--- config.mk ---
export PLATFORM = sky130hd
export DESIGN_NAME = hbridge_gate_control_fault
export DESIGN_NICKNAME = d
export VERILOG_FILES = /design/src/hdl/hbridge_pkg.sv /design/src/hdl/hbridge_timer_if.sv /design/src/hdl/hbridge_gate_control_fault.sv /design/src/hdl/hbridge_interval_timer.sv
export SDC_FILE = /design/constraint.sdc
export NUM_CORES = 1
export LEC_CHECK = 0
export BUFFER_PORTS_ARGS = -buffer_cell sky130_fd_sc_hd__buf_2
export CAP_MARGIN = 20
export CORE_ASPECT_RATIO = 1.4
export CORE_MARGIN = 8
export CORE_UTILIZATION = 39
export CTS_CLUSTER_DIAMETER = 80
export DETAILED_ROUTE_END_ITERATION = 6
export GPL_TIMING_DRIVEN = 0
export PLACE_DENSITY = 0.69
export SLEW_MARGIN = 25
export SYNTH_ARGS = -nofsm -noshare
export SYNTH_HDL_FRONTEND = slang
export SYNTH_SLANG_ARGS = --single-unit
--- constraint.sdc ---
create_clock -name clk_i -period 3.7 [get_ports clk_i]
set_input_delay 0.555 -clock clk_i [delete_from_list [all_inputs] [get_ports clk_i]]
set_output_delay 0.555 -clock clk_i [all_outputs]
set_load 0.05 [all_outputs]
--- src/hdl/hbridge_pkg.sv ---
// constants for the bridge gate control and fault logic
// assumes a 50 MHz system clock
package hbridge_pkg;
  localparam int unsigned CLK_HZ = 50000000;
  localparam int unsigned LIMIT_OFF_TIME_NS = 20000;
  localparam int unsigned LIMIT_OFF_CYCLES =
    (LIMIT_OFF_TIME_NS / 1000) * (CLK_HZ / 1000000);
  localparam int unsigned SHORT_BLANK_TIME_NS = 2000;
  localparam int unsigned SHORT_BLANK_CYCLES =
    (SHORT_BLANK_TIME_NS / 1000) * (CLK_HZ / 1000000);
  localparam int unsigned TIMER_W = 16;
  // output drive codes
  localparam logic [1:0] DRV_Z = 2'h0;
  localparam logic [1:0] DRV_LOW = 2'h1;
  localparam logic [1:0] DRV_HIGH = 2'h3;
  typedef enum logic [1:0] {ST_SLEEP, ST_RUN, ST_LATCHED} mode_e;
endpackage

--- src/hdl/hbridge_timer_if.sv ---
// handshake between bridge control and its interval timer
// assumes one clock domain
`timescale 1ns/100ps
interface hbridge_timer_if;
  logic start;
  logic [15:0] length;
  logic busy;
  modport ctrl (output start, output length, input busy);
  modport timer (input start, input length, output busy);
endinterface

--- src/hdl/hbridge_gate_control_fault.sv ---
// gate control and protection logic of a two-output bridge driver
// assumes all inputs synchronous to clk_i; floating pins arrive
// as separate float flags from the pad sensing
//
// Summary of operation
// enabled, not disabled: outputs follow commands, flag high
// any disable active: outputs Z, flag low
// enable low or floating: sleep, Z, flag high
// floating command high; floating disable disables
// undervoltage: Z, flag low, auto recovery
// short or overtemp latches outputs Z, flag low
// latch cleared only by disable, enable or supply toggle
// disable release edge clears short latch
// after clear, outputs follow inputs if temperature normal
// current limit: outputs Z for fixed off-time
// above 160 C select reduced limit threshold
// above 175 C overtemperature latches off
// overtemp clear needs temperature below hysteresis point
// power cycle clears latched fault
// host limits hot operation below 30 seconds
// polarity invert makes commands active low
// blanking timer restarts on each output transition
// off-time and blanking timed by restartable counters
`timescale 1ns/100ps
module hbridge_gate_control_fault #(
  parameter int unsigned OFF_CYCLES = hbridge_pkg::LIMIT_OFF_CYCLES,
  parameter int unsigned BLANK_CYCLES = hbridge_pkg::SHORT_BLANK_CYCLES
) (
  input wire logic clk_i, // 50 MHz clock
  input wire logic rst_n_i, // async reset, low
  input wire logic enable_i, // sleep enable, high runs
  input wire logic enable_float_i, // enable pin floating
  input wire logic disable_hi_active_i, // disable, active high
  input wire logic disable_hi_float_i, // that pin floating
  input wire logic disable_lo_active_n_i, // disable, active low
  input wire logic disable_lo_float_i, // that pin floating
  input wire logic drive_cmd_a_i, // command for output a
  input wire logic drive_cmd_a_float_i, // command a floating
  input wire logic drive_cmd_b_i, // command for output b
  input wire logic drive_cmd_b_float_i, // command b floating
  input wire logic polarity_invert_i, // commands active low
  input wire logic main_supply_ok_i, // supply above lockout
  input wire logic over_limit_normal_i, // current above normal limit
  input wire logic over_limit_reduced_i, // current above reduced limit
  input wire logic temp_above_160_i, // junction above 160 C
  input wire logic thermal_limit_detect_i, // junction above 175 C
  input wire logic temp_below_hyst_i, // below shutdown minus hyst
  input wire logic short_detect_i, // raw short-circuit sense
  output logic [1:0] bridge_out_a_o, // drive code a
  output logic [1:0] bridge_out_b_o, // drive code b
  output logic fault_flag_n_o, // fault flag, low = fault
  output logic fault_flag_n_oe_o, // open drain enable
  output logic current_limit_reduced_o // reduced threshold in use
);
  ////////////////////////////////////////////////////////////////////
  // two copies of one retriggerable timer: the limit off-time and the
  // short blanking window; each loads its length on start and reports
  // busy until it has counted down to zero
  hbridge_timer_if off_if ();
  hbridge_timer_if blank_if ();
  hbridge_interval_timer u_off (
    .clk_i(clk_i),
    .rst_n_i(rst_n_i),
    .tmr(off_if.timer)
  );
  hbridge_interval_timer u_blank (
    .clk_i(clk_i),
    .rst_n_i(rst_n_i),
    .tmr(blank_if.timer)
  );
  ////////////////////////////////////////////////////////////////////
  logic en_eff;
  logic dis_eff;
  logic cmd_a;
  logic cmd_b;
  logic over_limit;
  logic supply_q;
  logic dis_q;
  logic en_q;
  logic latch_short;
  logic latch_temp;
  logic clear_edge;
  logic temp_hold;
  logic [1:0] next_a;
  logic [1:0] next_b;
  hbridge_pkg::mode_e mode;

  // pin qualification: a floating pin takes its default sense, so the
  // enable defaults to sleep and either disable defaults to disabled
  always_comb begin
    en_eff = enable_i && !enable_float_i;
    dis_eff = disable_hi_active_i || disable_hi_float_i ||
              !disable_lo_active_n_i || disable_lo_float_i;
    // a floating command reads high before inversion
    cmd_a = (drive_cmd_a_i || drive_cmd_a_float_i) ^
            polarity_invert_i;
    cmd_b = (drive_cmd_b_i || drive_cmd_b_float_i) ^
            polarity_invert_i;
    over_limit = temp_above_160_i ? over_limit_reduced_i
                                  : over_limit_normal_i;
  end

  // a disable release edge or a re-enable clears a latch
  assign clear_edge = (dis_q && !dis_eff) || (!en_q && en_eff);
  // a supply return counts as a power cycle
  assign temp_hold = !temp_below_hyst_i;

  // previous-cycle copies for the clear edges; reset values are the disabled,
  // asleep and no-supply levels, so leaving reset with supply ok shows a supply return

  always_ff @(posedge clk_i or negedge rst_n_i) begin
    if (!rst_n_i) begin
      dis_q <= 1'b1;
      en_q <= 1'b0;
      supply_q <= 1'b0;
    end else begin
      dis_q <= dis_eff;
      en_q <= en_eff;
      supply_q <= main_supply_ok_i;
    end
  end

  // short latch: detection is ignored while blanking runs
  // detection needs a driven output; a released bridge carries no
  // current, so a sense pulse then is not a fault
  always_ff @(posedge clk_i or negedge rst_n_i) begin
    if (!rst_n_i) begin
      latch_short <= 1'b0;
    end else if (short_detect_i && !blank_if.busy &&
                 mode == hbridge_pkg::ST_RUN &&
                 bridge_out_a_o != hbridge_pkg::DRV_Z) begin
      latch_short <= 1'b1;
    end else if (clear_edge || (main_supply_ok_i && !supply_q)) begin
      latch_short <= 1'b0;
    end
  end

  always_ff @(posedge clk_i or negedge rst_n_i) begin
    if (!rst_n_i) begin
      latch_temp <= 1'b0;
    // sets only while awake; release waits for the hysteresis point
    end else if (thermal_limit_detect_i && en_eff) begin
      latch_temp <= 1'b1;
    end else if ((clear_edge || (main_supply_ok_i && !supply_q)) &&
                 !temp_hold) begin
      latch_temp <= 1'b0;
    end
  end

  ////////////////////////////////////////////////////////////////////
  // sleep wins over a latch; waking is an enable edge, which clears
  // the latch one cycle later
  always_comb begin
    if (!en_eff) begin
      mode = hbridge_pkg::ST_SLEEP;
    end else if (latch_short || latch_temp) begin
      mode = hbridge_pkg::ST_LATCHED;
    end else begin
      mode = hbridge_pkg::ST_RUN;
    end
  end

  ////////////////////////////////////////////////////////////////////
  // current limit off-time, retriggered only when outputs are on
  // a limit event during the off-time does not extend it
  assign off_if.length = 16'(OFF_CYCLES);
  assign off_if.start = over_limit && !off_if.busy &&
                        mode == hbridge_pkg::ST_RUN && !dis_eff &&
                        main_supply_ok_i;
  assign blank_if.length = 16'(BLANK_CYCLES);
  assign blank_if.start = (next_a != bridge_out_a_o) ||
                          (next_b != bridge_out_b_o);

  // output decode; the off-time also masks the cycle in which it starts
  // so the bridge goes off at the same edge that loads the timer
  always_comb begin
    next_a = hbridge_pkg::DRV_Z;
    next_b = hbridge_pkg::DRV_Z;
    unique case (mode)
      hbridge_pkg::ST_SLEEP: begin
        next_a = hbridge_pkg::DRV_Z;
      end
      hbridge_pkg::ST_LATCHED: begin
        next_a = hbridge_pkg::DRV_Z;
      end
      hbridge_pkg::ST_RUN: begin
        if (!dis_eff && main_supply_ok_i && !off_if.busy &&
            !off_if.start) begin
          next_a = cmd_a ? hbridge_pkg::DRV_HIGH
                         : hbridge_pkg::DRV_LOW;
          next_b = cmd_b ? hbridge_pkg::DRV_HIGH
                         : hbridge_pkg::DRV_LOW;
        end
      end
    endcase
  end

  always_ff @(posedge clk_i or negedge rst_n_i) begin
    if (!rst_n_i) begin
      bridge_out_a_o <= hbridge_pkg::DRV_Z;
      bridge_out_b_o <= hbridge_pkg::DRV_Z;
    end else begin
      bridge_out_a_o <= next_a;
      bridge_out_b_o <= next_b;
    end
  end

  // flag low on disable, lockout or latch; never in sleep
  // the flag pin is open drain: its level is high in reset and low from the first clock
  // after it, and only the enable decides whether the pin is pulled
  always_ff @(posedge clk_i or negedge rst_n_i) begin
    if (!rst_n_i) begin
      fault_flag_n_o <= 1'b1;
      fault_flag_n_oe_o <= 1'b0;
      current_limit_reduced_o <= 1'b0;
    end else begin
      fault_flag_n_o <= 1'b0;
      fault_flag_n_oe_o <= en_eff && (dis_eff || !main_supply_ok_i ||
                           latch_short || latch_temp);
      current_limit_reduced_o <= temp_above_160_i;
    end
  end
endmodule

--- src/hdl/hbridge_interval_timer.sv ---
// retriggerable down counter; busy while counting
// assumes start is a one-cycle pulse in the clk_i domain
`timescale 1ns/100ps
module hbridge_interval_timer (
  input wire logic clk_i, // system clock
  input wire logic rst_n_i, // async reset, active low
  hbridge_timer_if.timer tmr // start and status
);
  logic [15:0] count;
  always_ff @(posedge clk_i or negedge rst_n_i) begin
    if (!rst_n_i) begin
      count <= 16'h0000;
    end else if (tmr.start) begin
      count <= tmr.length;
    end else if (count != 16'h0000) begin
      count <= count - 16'h0001;
    end
  end
  assign tmr.busy = (count != 16'h0000);
endmodule

== Yosys cells after proc, flatten, opt, wreduce, memory -nomap -nowiden ==
Cells that the tools add are included.
Storage, ports and cells
  input bits: 20
  logic and storage cells: 84
  output and inout bits: 7
  register bits after elaboration: 44
Cells by class
  equality and inequality tests: 4
  muxes and demuxes: 17
  add/sub/neg operators: 2
  reductions and logical operators: 47
  bitwise operators: 2
Operator list (count)
  $mux 16: 4
  $reduce_bool 16->1: 2
  $sub 16x1->16 const B: 2
  $logic_and 1x1->1: 17
  $mux 2: 7
  $logic_or 1x1->1: 12
  $reduce_bool 2->1: 5
  $logic_not 1->1: 9
  $mux 1: 5
  $ne 2x2->1: 2
  $pmux 2 s2: 1
  $eq 2x1->1 const B: 1
  $eq 2x2->1 const B: 1
  $logic_not 2->1: 1
  $reduce_or 2->1: 1
  $xor 1x1->1: 2

== Depth between registers and ports, before layout ==
Gate-level depths: netlist of the first run.
  depth after elaboration: 14
  depth in mapped cells: 8
  depth with buffers taken out: 7

== Modules after synthesis ==
A second synthesis of the first run with hierarchy kept.
Second synthesis, totals
  cell total of the unflattened synthesis: 256
  area total of the unflattened synthesis: 2528.7 µm²
Modules (own cells, without submodules)
  hbridge_interval_timer: seq. area each 400.4 µm², area an instance 1007.2 µm², cells an instance 105, times used 2
  hbridge_gate_control_fault: seq. area each 277.8 µm², area an instance 514.2 µm², cells an instance 46, times used 1

== Least setup slack after synthesis of the first run ==
No wires, ideal clock.
  kind: input-to-reg
  start: input disable_hi_float_i
  end: register u_blank.count[0]
  cell stages on the path: 6
  data arrival time: 2228 ps
  buffers on the path: 1
  setup time: 121 ps
  slack: 1350 ps
  data required time: 3579 ps
  cells stage by stage: nor4b_1 > nand2_1 > nor4b_4 > mux2i_1 > buf_2 > nor2_1
On the way
  longest elaborated chain between the ends: 13
  elaborated cells on any way between the ends: 19
  those cells by class: eq/ne (2); mux (5); reduce/logical (12)
RTL lines
  start: declaration: RTL line hbridge_gate_control_fault.sv:34  | input wire logic disable_hi_float_i,
  $logic_or 1x1->1 (*) (2 in a row): RTL line hbridge_gate_control_fault.sv:92  | dis_eff = disable_hi_active_i || disable_hi_float_i ||
  $logic_or 1x1->1 (*): RTL line hbridge_gate_control_fault.sv:93  | !disable_lo_active_n_i || disable_lo_float_i;
  $logic_not 1->1 (*): RTL line hbridge_gate_control_fault.sv:168, hbridge_gate_control_fault.sv:187
  $logic_and 1x1->1 (2 in a row): RTL line hbridge_gate_control_fault.sv:168  | mode == hbridge_pkg::ST_RUN && !dis_eff &&
  $logic_not 1->1: RTL line hbridge_gate_control_fault.sv:188  | !off_if.start) begin
  $logic_and 1x1->1 (*): RTL line hbridge_gate_control_fault.sv:187  | if (!dis_eff && main_supply_ok_i && !off_if.busy &&
  $mux 2 (*): RTL line hbridge_gate_control_fault.sv:187
  $pmux 2 s2 (*): RTL line hbridge_gate_control_fault.sv:179  | unique case (mode)
  net next_a[0]: RTL line hbridge_gate_control_fault.sv:84  | logic [1:0] next_a;
  $ne 2x2->1 (*): RTL line hbridge_gate_control_fault.sv:171  | assign blank_if.start = (next_a != bridge_out_a_o) ||
  $logic_or 1x1->1 (*): RTL line hbridge_gate_control_fault.sv:171
  $mux 16 / $reduce_bool 2->1 (equally long branches)
  end signal: assignment: RTL line hbridge_interval_timer.sv:14  | count <= tmr.length;
  end signal: assignment: RTL line hbridge_interval_timer.sv:16  | count <= count - 16'h0001;
  end: declaration: RTL line hbridge_interval_timer.sv:9  | logic [15:0] count;
The timed path passes the listed nets; every way through them passes the cells marked *.
A chain may end at the register's enable or synchronous reset.

== Worst setup path after layout of the first run ==
  start: input disable_hi_float_i
  end: register u_blank.count[10]
Same word-level chain as after synthesis.

==> key figures, run 1 <==
Timing
  – Final Hold Viols: 0
  – Max Fclk: 374.4 MHz
  – RSZ-0062 raised after global routing: no
  – Final setup violating endpoints: 0
  – Worst Clk Skew: 0.005603 ns
  – Max-slew violation count: 0
  – Tmin final: 2.671 ns
  – Worst-margin pin slew: 0.8014 ns
  – Setup TNS: 0 ns
  – Slew HR: 46.46%
  – Final Cycle Share: 72.18%

Critical path
  – Reg2reg setup slack: 1.04 ns
  – Largest stage delay on the critical path: 0.60 ns
  – Critical path type: in -> reg
  – Critical path data arrival time: 2.85 ns
  – Cell mode on critical path: buf_2
  – Crit path max fanout: 10
  – CP Buf/Inv Count: 2
  – Slowest stage cell, crit path: nor4b_1
  – CP top delay family: simple AND/OR/NAND/NOR gates
  – Worst Setup EP: u_blank.count[10]$_DFFE_PN0P_
  – Critical Path, Cell by Cell: buf_2 -> nor4b_1 -> nand2_1 -> nor4b_4 -> mux2i_1 -> buf_2 -> nor2_1
  – Req. time, crit path: 3.88 ns
  – Critical R2R Launch: u_off.count[0]$_DFFE_PN0P_
  – CP Launch Type: input pin
  – Reg-to-Reg End: u_blank.count[10]$_DFFE_PN0P_
  – Crit. path cell count: 7
  – Worst Reg-to-Reg Cells: 8
  – CP endpoint kind: register
  – Crit. Startpoint: disable_hi_float_i

Placed design
  – Post-detail-place hpwl: 3.244 mm
  – Port bufs: 26
  – Placed Cells: 297
  – Final Wtd Congestion: 0.7768

Yosys
  – Cells after synthesis: 203
  – Seq/Total Area, Yosys: 49.17%
  – Dominant cells by area after synthesis: dfrtp_1 (47%), xnor2_1 (5.6%), nor2_1 (3.9%)
  – Netlist cell types: 45
  – Cell Area, Synth: 2193 um2
  – Yosys top cell area share: 46.78%
  – Post-synth EDFFs: 0
  – Syn nets: 226
  – Syn_area_per_cell: 10.80 um2
  – Seq cells post-synth: 43
  – Syn. warnings: 0
  – Async S/R FF share, synth: 100.0%
  – Top FF cell, synth: dfrtp_1
  – Cell taking the most area after synthesis: dfrtp_1

GRT
  – GR Overflow Total: 0
  – Number of global-route vias before repair: 1685
  – Largest net degree at the start of global routing: 44
  – First-pass GRT wire length: 7.679 mm
  – Total GRT Usage: 11.42%
  – Antenna violations before repair: 0

Die
  – Total core area: 5485 um2
  – Die area: 8313 um2
  – I/O pin cnt: 27
  – # rows: 32
  – Die W: 79.38 um
  – Initial Util: 39.99%
  – Die H: 104.7 um

Pwr
  – Pleak: 1.118 nW
  – Net switching power: 0.3503 mW
  – Comb pwr share: 17.9%
  – VDD IR max: 0.2117 mV
  – Net Sw Frac: 27.57%
  – Clock share of power: 33.4%
  – Sequential Power Share: 48.7%
  – P per Cell Area: 499.4 nW/um2
  – P_int: 0.9201 mW

CTS
  – CTS tree: yes
  – Clock Sinks: 43
  – # hold bufs at CTS: 0
  – Reg clk slew, reported paths: 0.08 ns
  – Worst-Skew Late Latency: 0.29 ns
  – Number of gates resized after cts: 0
  – CTS HTree Levels: 2
  – CTS Root Cell: clkbuf_8
  – CTS Buf Count: 5
  – CTS Buffer Depth: 2
  – Setup bufs post-CTS: 0

Run
  – MaxCap Viol Count: 0

Drt
  – Number of remaining DRC errors: 0
  – Routed WL: 4.320 mm
  – Post-DRT Antenna Nets: 0
  – Detailed-route vias per instance: 5.315
  – Pre-Repair DR Iteration Count: 4
  – Initial DRC count: 55
  – Routed vias: 1621
  – Drt wl/cell: 14.16 um

Final layout
  – Layout cells sized above 1: 18.99%
  – # diodes: 0
  – Area growth, synth to finish: 15.97%
  – Non-filler cells, final: 305
  – Nets: 259

Min path
  – Worst hold path class: in -> async

Run status
  – Outcome: finished clean
==> power by group through the flow <==
stage          clock network, mW  registers [mW]  logic (mW)
6_report                   0.425           0.619       0.227
5_1_grt                    0.461           0.629       0.258
4_1_cts                    0.441           0.618       0.230
3_5_place_dp                   0           0.627       0.228
3_3_place_gp                   0           0.623       0.220
2_1_floorplan                  0           0.615       0.168
==> layer usage <==
| layer | GRT usage (%) | vias to the layer above | part of all wire, % |
|---|---|---|---|
| met2 | 20.09 | 26 | 52 |
| met1 | 12.53 | 802 | 43 |
| met3 | 3.087 | 6 | 3.5 |
| met5 | 0 | - | 0 |
| met4 | 4.388 | 0 | 1.6 |
| li1 | - | 787 | - |
==> worst register-to-register path, stage by stage, from the launching register on <==
cell and delay, ns:
dfrtp_1 0.43, inv_1 0.10, ha_1 0.15, nor3b_2 0.30, nand4_4 0.18, nor4b_4 0.41
mux2i_1 0.57, buf_2 0.33, nor2_1 0.08
==> final cells by class <==
cell class	count	area [um2]
fillers	525	2942
plain buffers	3	16.27
inverters	8	30.03
multi-input cells	149	1069
well taps	68	85.08
flip-flops and latches	43	1079
clock buffers	6	72.57
clock inverters	2	60.06
repair buffers	26	132.6
==> Yosys cell counts (all sizes together) (4+ instances only) <==
cell type,n
nor4b,6
inv,8
o21ai,6
xnor2,14
a21oi,5
dfrtp,41
a211oi,4
nor2,23
or3,4
nand2,13
nor3b,4
nor4,8
nor3,11
nand2b,5
and2,4
==> flip-flops by register name (all words and copies together), names as in the netlist <==
signal / cells
u_blank.count: 16
u_off.count: 16
bridge_out_b_o: 2
bridge_out_a_o: 1
current_limit_reduced_o: 1
dis_q: 1
en_q: 1
fault_flag_n_o: 1
fault_flag_n_oe_o: 1
latch_short: 1
latch_temp: 1
supply_q: 1
==> per-stage QoR <==
step	setup slack, ns	utilization, %	instance area [um2]	total power [mW]	hold WS [ns]
floorplan	1.350	-	2193	0.7832	0.2594
global placement	0.7046	43.91	2409	0.8431	0.4817
detailed placement	0.6952	43.91	2409	0.8555	0.4894
CTS	0.9988	46.33	2541	1.289	0.3880
global route	0.7792	46.37	2544	1.348	0.2674
finish	1.029	46.37	2544	1.270	0.2386
==> worst min-delay path by stage <==
stage | startpoint | endpoint | slack [ns] | cells past startpoint
after floorplan | rst_n_i | bridge_out_a_o[1]$_DFF_PN0_ | 0.26 | 0
after global placement | u_off.count[15]$_DFFE_PN0P_ | u_off.count[15]$_DFFE_PN0P_ | 0.48 | 1
after detailed placement | u_off.count[15]$_DFFE_PN0P_ | u_off.count[15]$_DFFE_PN0P_ | 0.49 | 1
after CTS | temp_above_160_i | current_limit_reduced_o$_DFF_PN0_ | 0.39 | 1
after global routing | rst_n_i | u_blank.count[7]$_DFFE_PN0P_ | 0.27 | 1
final | rst_n_i | u_blank.count[14]$_DFFE_PN0P_ | 0.24 | 1
==> cell usage in the layout, fill, tap and decap left out, types with 6 or more instances in the layout <==
| master | count |
|---|---|
| dfrtp_1 | 41 |
| buf_2 | 26 |
| nor2_1 | 23 |
| xnor2_1 | 14 |
| nand2_1 | 13 |
| nor3_1 | 11 |
| inv_1 | 8 |
| o21ai_0 | 6 |
==> logic make-up (layout without fill, tap and decap cells) <==
group,Yosys count,after routing,share of synthesized area [%]
mux,5,5,2.396
flops,43,43,49.17
buf+inv,11,45,2.110
compound gates,29,29,9.128
fa+ha+maj,3,3,1.712
simple gates,92,92,26.47
other cells,1,1,0.1710
xor+xnor,19,19,8.842
No activity file was read; power rests on OpenSTA's default activity.
==> run 2: changes to the inputs <==
- ABC_AREA: unset -> 1
- clock period: 3.7 -> 2.7 ns (I/O delays scaled with it)
==> run 2 against run 1 <==
Net effect: setup slack lost 0.48 ns; register-to-register slack lost 0.49 ns; via count grew 21%; clock-buffer cell count is the same; worst hold slack lost 0.15 ns; die area grew 11%; non-clock buffer count is the same; clock skew grew 0.0033 ns; critical endpoint is now u_blank.count[11]$_DFFE_PN0P_.
==> key figures, run 2 <==
GRT
  – Largest net degree at the start of global routing: 44 (unchanged)
  – GR Layer Usage met1: 11.21% (was 12.53%)
  – GR Overflow Total: 0 (unchanged)
  – GRT busiest layer: met2 (unchanged)
  – Met3 Usage GRT: 2.647% (was 3.087%)
  – Number of global-route vias before repair: 2142 (was 1685)
  – Met2 Track Usage GR: 21.96% (was 20.09%)
  – Total GRT Usage: 11.31% (was 11.42%)
  – Antenna violations before repair: 0 (unchanged)
  – First-pass GRT wire length: 8.963 mm (was 7.679 mm)

Die
  – Die W: 83.55 um (was 79.38 um)
  – # rows: 34 (was 32)
  – Die area: 9237 um2 (was 8313 um2)
  – Total core area: 6211 um2 (was 5485 um2)
  – I/O pin cnt: 27 (unchanged)
  – Initial Util: 40.11% (was 39.99%)
  – Die H: 110.6 um (was 104.7 um)

Timing
  – Setup TNS: 0 ns (unchanged)
  – RSZ-0062 raised after global routing: no (unchanged)
  – Hold Slack: 0.08601 ns (was 0.2386 ns)
  – Worst-margin pin slew: 0.5395 ns (was 0.8014 ns)
  – Tmin final: 2.151 ns
  – Max-slew violation count: 0 (unchanged)
  – Max Fclk: 464.9 MHz
  – Worst Clk Skew: 0.008943 ns (was 0.005603 ns)
  – Final Hold Viols: 0 (unchanged)
  – Slew HR: 64.03% (was 46.46%)
  – Final setup violating endpoints: 0 (unchanged)
  – Final Cycle Share: 79.66%

CTS
  – CTS Root Cell: clkbuf_8 (unchanged)
  – CTS tree: yes (unchanged)
  – Reg clk slew, reported paths: 0.09 ns (was 0.08 ns)
  – Worst-Skew Late Latency: 0.30 ns (was 0.29 ns)
  – # hold bufs at CTS: 0 (unchanged)
  – Clock Sinks: 43 (unchanged)
  – CTS HTree Levels: 2 (unchanged)
  – Number of gates resized after cts: 0 (unchanged)
  – CTS Buffer Depth: 2 (unchanged)
  – Setup bufs post-CTS: 0 (unchanged)
  – CTS Buf Count: 5 (unchanged)

Yosys
  – Top post-synthesis cells by count: nand2_1 (53), inv_1 (48), dfrtp_1 (41) (was dfrtp_1 (41), nor2_1 (23), xnor2_1 (14))
  – Seq/Total Area, Yosys: 43.29% (was 49.17%)
  – Syn. warnings: 0 (unchanged)
  – Top FF cell, synth: dfrtp_1 (unchanged)
  – Async S/R FF share, synth: 100.0% (unchanged)
  – Syn nets: 326 (was 226)
  – Cells after synthesis: 303 (was 203)
  – Cell taking the most area after synthesis: dfrtp_1 (unchanged)
  – Top-count cell post-synth: nand2_1 (was dfrtp_1)
  – Syn_area_per_cell: 8.222 um2 (was 10.80 um2)
  – Dominant cells by area after synthesis: dfrtp_1 (41%), nand2_1 (8.0%), inv_1 (7.2%) (was dfrtp_1 (47%), xnor2_1 (5.6%), nor2_1 (3.9%))
  – Cell Area, Synth: 2491 um2 (was 2193 um2)
  – Yosys top cell area share: 41.19% (was 46.78%)
  – Seq cells post-synth: 43 (unchanged)
  – Post-synth EDFFs: 0 (unchanged)
  – Netlist cell types: 34 (was 45)

Drt
  – Detailed-route vias per instance: 4.792 (was 5.315)
  – Routed WL: 4.823 mm (was 4.320 mm)
  – Drt wl/cell: 11.79 um (was 14.16 um)
  – Routed vias: 1960 (was 1621)
  – Initial DRC count: 84 (was 55)
  – Post-DRT Antenna Nets: 0 (unchanged)
  – Number of remaining DRC errors: 0 (unchanged)
  – Pre-Repair DR Iteration Count: 4 (unchanged)

Placed design
  – Post-detail-place hpwl: 3.711 mm (was 3.244 mm)
  – Port bufs: 26 (unchanged)
  – Final Wtd Congestion: 0.8052 (was 0.7768)

Pwr
  – VDD IR max: 0.1921 mV (was 0.2117 mV)
  – Pleak: 1.509 nW (was 1.118 nW)
  – P per Cell Area: 436.6 nW/um2 (was 499.4 nW/um2)

Critical path
  – Critical path type: reg -> reg (was in -> reg)
  – Req. time, crit path: 2.89 ns (was 3.88 ns)
  – Worst Reg-to-Reg Cells: 11 (was 8)
  – Reg-to-Reg End: u_blank.count[11]$_DFFE_PN0P_ (was u_blank.count[10]$_DFFE_PN0P_)
  – Crit path max fanout: 10 (unchanged)
  – CP endpoint kind: register (unchanged)
  – Critical path data arrival time: 2.34 ns (was 2.85 ns)
  – Slowest stage cell, crit path: dfrtp_1 (was nor4b_1)
  – Reg2reg setup slack: 0.55 ns (was 1.04 ns)
  – Largest stage delay on the critical path: 0.38 ns (was 0.60 ns)
  – CP Launch Type: register (was input pin)
  – Critical Path, Cell by Cell: inv_1 -> ha_1 -> inv_1 -> nor2_1 -> nand4_1 -> nor2_1 -> nand3_1 -> buf_2 -> nand2_1 -> xor2_1 -> nor2_2 (was buf_2 -> nor4b_1 -> nand2_1 -> nor4b_4 -> mux2i_1 -> buf_2 -> nor2_1)
  – Critical R2R Launch: u_blank.count[0]$_DFFE_PN0P_ (was u_off.count[0]$_DFFE_PN0P_)

Final layout
  – # diodes: 0 (unchanged)
  – Commonest non-fill, non-tap cell in the layout: nand2_1 (was dfrtp_1)
  – Nets: 359 (was 259)
  – Largest registers: u_blank.count: 16 flops, u_off.count: 16 flops, bridge_out_b_o: 2 flops (unchanged)
  – Commonest non-fill, non-tap cells in the layout: nand2_1 (53), inv_1 (48), dfrtp_1 (41), nor2_1 (37), buf_2 (26) (was dfrtp_1 (41), buf_2 (26), nor2_1 (23), xnor2_1 (14), nand2_1 (13))
  – Area growth, synth to finish: 13.66% (was 15.97%)
  – Layout cells sized above 1: 23.44% (was 18.99%)

Run
  – MaxCap Viol Count: 0 (unchanged)

Run status
  – Outcome: finished clean (unchanged)

Min path
  – Worst hold path class: in -> async (unchanged)
-- run 2: changes by cell type in the layout (fill, tap and decap cells not counted), moves of 6 or more --
cell and delta:
inv_1 +40, nand2_1 +40, nand3_1 +18, nor2_1 +14, nor2_4 +13, xnor2_1 -13
xor2_1 +10, inv_2 +9, nand4_1 +7, nor2_2 +6
-- run 2: stage by stage --
step	total power [mW]	util [%]	setup WS (ns)	std cells	instance area [um2]
after floorplan	0.6943	-	0.8283	303	2491
final	1.236	45.59	0.5492	409	2831
after global placement	0.7276	43.65	0.5848	401	2711
after CTS	1.250	45.55	0.5679	409	2829
after global routing	1.288	45.59	0.2861	409	2831
after detailed placement	0.7294	43.65	0.5840	401	2711
-- run 2: per-layer routing --
layer  vias to the layer above  share of wire (%)
li1                       1002                  -
met1                       927                 39
met2                        26                 57
met3                         5                3.0
met4                         0                1.2
met5                         -                  0
-- run 2: kinds of logic after synthesis --
group	after synthesis	synth area share, %
compound gates	23	5.174
xor+xnor	14	4.922
fa+ha+maj	3	1.507
buf+inv	60	9.894
flops	43	43.29
mux	1	0.4018
other cells	1	0.1505
simple gates	158	34.66
-- run 2: final cells by class --
class / instances / area, um2
Tap cell: 72 / 90.09
Buffer: 3 / 32.53
Multi-Input combinational cell: 200 / 1166
Fill cell: 609 / 3379
Clock inverter: 2 / 35.03
Clock buffer: 6 / 82.58
Inverter: 57 / 214.0
Sequential cell: 43 / 1079
Timing Repair Buffer: 26 / 132.6
-- run 2: power by group --
part           internal (mW)  switching, mW  leakage, nW
Combinational         0.0190         0.0426        0.918
Sequential             0.651        0.00243        0.530
Clock                  0.299          0.222       0.0612
-- run 2: critical path: cells and delay by family (launching register included) --
| kind | cells | cell delay, ns |
|---|---|---|
| XOR/XNOR | 1 | 0.18 |
| adder cells (fa/ha/maj) | 1 | 0.17 |
| buffers and inverters | 3 | 0.39 |
| flip-flops | 1 | 0.38 |
| AND/OR/NAND/NOR | 6 | 0.93 |
-- run 2: worst max-delay path by stage --
stage                                 start                             to  slack [ns]  cells after the start
6_report       u_blank.count[0]$_DFFE_PN0P_  u_blank.count[11]$_DFFE_PN0P_        0.55                     11
5_1_grt        u_blank.count[0]$_DFFE_PN0P_   u_blank.count[7]$_DFFE_PN0P_        0.29                     11
4_1_cts        u_blank.count[0]$_DFFE_PN0P_  u_blank.count[11]$_DFFE_PN0P_        0.57                     11
3_5_place_dp   u_blank.count[0]$_DFFE_PN0P_  u_blank.count[10]$_DFFE_PN0P_        0.58                     11
3_3_place_gp   u_blank.count[0]$_DFFE_PN0P_  u_blank.count[11]$_DFFE_PN0P_        0.58                     11
2_1_floorplan    u_off.count[0]$_DFFE_PN0P_   u_blank.count[7]$_DFFE_PN0P_        0.83                     11
==> run 3: changes to the inputs <==
- PLACE_DENSITY: 0.69 -> 0.71
- clock period: 2.7 -> 1.95 ns (I/O delays scaled with it)
==> run 3 against run 2 <==
Net effect: the flow now finishes with violations (negative hold slack); global-route usage shrank 0.62 points; power increased by 36%; non-clock buffer count increased by 12; highest routed layer unchanged; largest power group unchanged; critical endpoint is now u_blank.count[4]$_DFFE_PN0P_; core utilization increased by 3.3 points; critical path depth increased by 2.
==> key figures, run 3 (synthesized netlist as in run 2, its figures left out) <==
Run status
  – Outcome: finished, violations left (was finished clean)
  – Violated checks: negative hold slack

Critical path
  – Critical path data arrival time: 2.14 ns (was 2.34 ns)
  – CP endpoint kind: register (unchanged)
  – Reg2reg setup slack: 0.05 ns (was 0.55 ns)
  – Reg-to-Reg End: u_blank.count[4]$_DFFE_PN0P_ (was u_blank.count[11]$_DFFE_PN0P_)
  – Critical path type: reg -> reg (unchanged)
  – CP Launch Type: register (unchanged)
  – Worst Setup EP: u_blank.count[4]$_DFFE_PN0P_ (was u_blank.count[11]$_DFFE_PN0P_)
  – Worst Reg-to-Reg Cells: 13 (was 11)
  – Critical R2R Launch: u_off.count[0]$_DFFE_PN0P_ (was u_blank.count[0]$_DFFE_PN0P_)
  – Crit. Startpoint: u_off.count[0]$_DFFE_PN0P_ (was u_blank.count[0]$_DFFE_PN0P_)
  – Crit path max fanout: 5 (was 10)
  – Req. time, crit path: 2.18 ns (was 2.89 ns)

GRT
  – First-pass GRT wire length: 8.321 mm (was 8.963 mm)
  – Antenna violations before repair: 0 (unchanged)
  – GR Overflow Total: 0 (unchanged)
  – Total GRT Usage: 10.68% (was 11.31%)
  – Largest net degree at the start of global routing: 44 (unchanged)
  – Number of global-route vias before repair: 2014 (was 2142)

Placed design
  – Final Wtd Congestion: 0.8209 (was 0.8052)
  – Post-detail-place hpwl: 3.657 mm (was 3.711 mm)
  – Port bufs: 26 (unchanged)
  – Placed Cells: 401 (unchanged)
  – Post-DP Area: 2711 um2 (unchanged)

Timing
  – Slew HR: 64.48% (was 64.03%)
  – Worst Clk Skew: 0.01320 ns (was 0.008943 ns)
  – RSZ-0062 raised after global routing: yes (was no)
  – Setup TNS: 0 ns (unchanged)
  – Max Fclk: 525.1 MHz (was 464.9 MHz)
  – Final Hold Viols: 38 (was 0)
  – Tmin final: 1.904 ns (was 2.151 ns)
  – Max-slew violation count: 0 (unchanged)
  – Final setup violating endpoints: 0 (unchanged)
  – Hold Slack: -0.03023 ns (was 0.08601 ns)
  – Final Cycle Share: 97.66% (was 79.66%)
  – Worst-margin pin slew: 0.5328 ns (was 0.5395 ns)

Final layout
  – Design Area, Final: 3035 um2 (was 2831 um2)
  – Layout cells sized above 1: 30.37% (was 23.44%)
  – Area of the multi-input gates: 1264 um2 (was 1166 um2)
  – Largest registers: u_blank.count: 16 flops, u_off.count: 16 flops, bridge_out_b_o: 2 flops (unchanged)
  – Register area: 1079 um2 (unchanged)
  – Nets: 371 (was 359)
  – Area growth, synth to finish: 21.85% (was 13.66%)
  – Non-filler cells, final: 421 (was 409)
  – Layout fillers: 553 (was 609)
  – Final core utilization: 48.87% (was 45.59%)
  – # diodes: 0 (unchanged)
  – Commonest non-fill, non-tap cells in the layout: nand2_1 (51), inv_1 (42), dfrtp_1 (41), nor2_1 (35), buf_2 (26) (was nand2_1 (53), inv_1 (48), dfrtp_1 (41), nor2_1 (37), buf_2 (26))
  – Commonest non-fill, non-tap cell in the layout: nand2_1 (unchanged)

CTS
  – Worst-Skew Late Latency: 0.30 ns (about the same)
  – Clock Sinks: 43 (unchanged)
  – CTS Root Cell: clkbuf_8 (unchanged)
  – CTS Buf Count: 5 (unchanged)
  – CTS tree: yes (unchanged)
  – # hold bufs at CTS: 0 (unchanged)
  – Reg clk slew, reported paths: 0.09 ns (about the same)
  – CTS Buffer Depth: 2 (unchanged)
  – CTS HTree Levels: 2 (unchanged)

Min path
  – Worst hold path class: in -> async (unchanged)

Pwr
  – Pleak: 1.573 nW (was 1.509 nW)
  – P per Cell Area: 554.0 nW/um2 (was 436.6 nW/um2)
  – Pwr Total: 1.682 mW (was 1.236 mW)
  – VDD IR max: 0.2420 mV (was 0.1921 mV)

Die
  – Die W: 83.55 um (unchanged)
  – Initial Util: 40.11% (unchanged)
  – # rows: 34 (unchanged)
  – Die area: 9237 um2 (unchanged)
  – Total core area: 6211 um2 (unchanged)
  – I/O pin cnt: 27 (unchanged)
  – Die H: 110.6 um (unchanged)

Drt
  – Pre-Repair DR Iteration Count: 5 (was 4)
  – Routed WL: 5.117 mm (was 4.823 mm)
  – WL met2: 2.929 mm (was 2.725 mm)
  – Routed vias: 2015 (was 1960)
  – Post-DRT Antenna Nets: 0 (unchanged)
  – Number of remaining DRC errors: 0 (unchanged)
  – Detailed-route vias per instance: 4.786 (was 4.792)
  – Drt wl/cell: 12.15 um (was 11.79 um)
  – DR top layer: met4 (unchanged)
  – Met3 wire len: 136 um (was 146 um)
  – WL met1: 1.989 mm (was 1.894 mm)
  – Initial DRC count: 57 (was 84)

Run
  – MaxCap Viol Count: 0 (unchanged)
-- run 3: power breakdown --
part / internal [mW] / leakage (nW) / switching, mW
Combinational: 0.0264 / 0.985 / 0.0609
Clock: 0.381 / 0.0581 / 0.309
Sequential: 0.901 / 0.530 / 0.00308
Total: 1.31 / 1.57 / 0.373
-- run 3: metrics by stage --
stage | setup WS [ns] | hold slack, ns
after global routing | -0.08582 | 0.01937
final | 0.04555 | -0.03023
after CTS | 0.02298 | 0.1184
after detailed placement | -0.1788 | 0.4316
after global placement | -0.1716 | 0.4265
after floorplan | 0.07827 | -0.003091
-- run 3: worst min path at each step --
| stage | startpoint | endpoint | slack (ns) |
|---|---|---|---|
| after global routing | rst_n_i | u_blank.count[14]$_DFFE_PN0P_ | 0.02 |
| after CTS | temp_above_160_i | current_limit_reduced_o$_DFF_PN0_ | 0.12 |
| after floorplan | rst_n_i | bridge_out_a_o[1]$_DFF_PN0_ | -0.003 |
| after global placement | temp_above_160_i | current_limit_reduced_o$_DFF_PN0_ | 0.43 |
| final | rst_n_i | u_blank.count[14]$_DFFE_PN0P_ | -0.03 |
| after detailed placement | temp_above_160_i | current_limit_reduced_o$_DFF_PN0_ | 0.43 |
-- run 3: final cells by class --
class / count / share of cell area [%]
Timing Repair Buffer: 38 / 7.832
Sequential cell: 43 / 35.53
Inverter: 57 / 7.049
Clock inverter: 3 / 1.443
Tap cell: 72 / 2.968
Clock buffer: 5 / 2.267
Multi-Input combinational cell: 200 / 41.63
Buffer: 3 / 1.278
-- run 3: critical path: stages (launching register included) --
cell       delay [ns]
dfrtp_1          0.40
inv_2            0.10
ha_4             0.13
inv_2            0.04
nor2_4           0.09
nand2_4          0.08
nor2_8           0.16
nand3_4          0.13
nor2_4           0.15
nand2_2          0.07
nand2_4          0.08
nand3_4          0.13
clkbuf_16        0.20
nor2_4           0.06
-- run 3: layer usage --
layer  vias up  track usage (%)
li1       1029                -
met1       953            10.37
met2        26            20.66
met3         7            2.426
met4         0            4.509
met5         -                0
-- run 3: timing repair --
item | in CTS | in global routing
setup endpoints to repair | 17 | 20
pin swaps | 1 | 11
gates resized for setup | 6 | 21
gates cloned | 0 | 2
setup buffers | 0 | 10
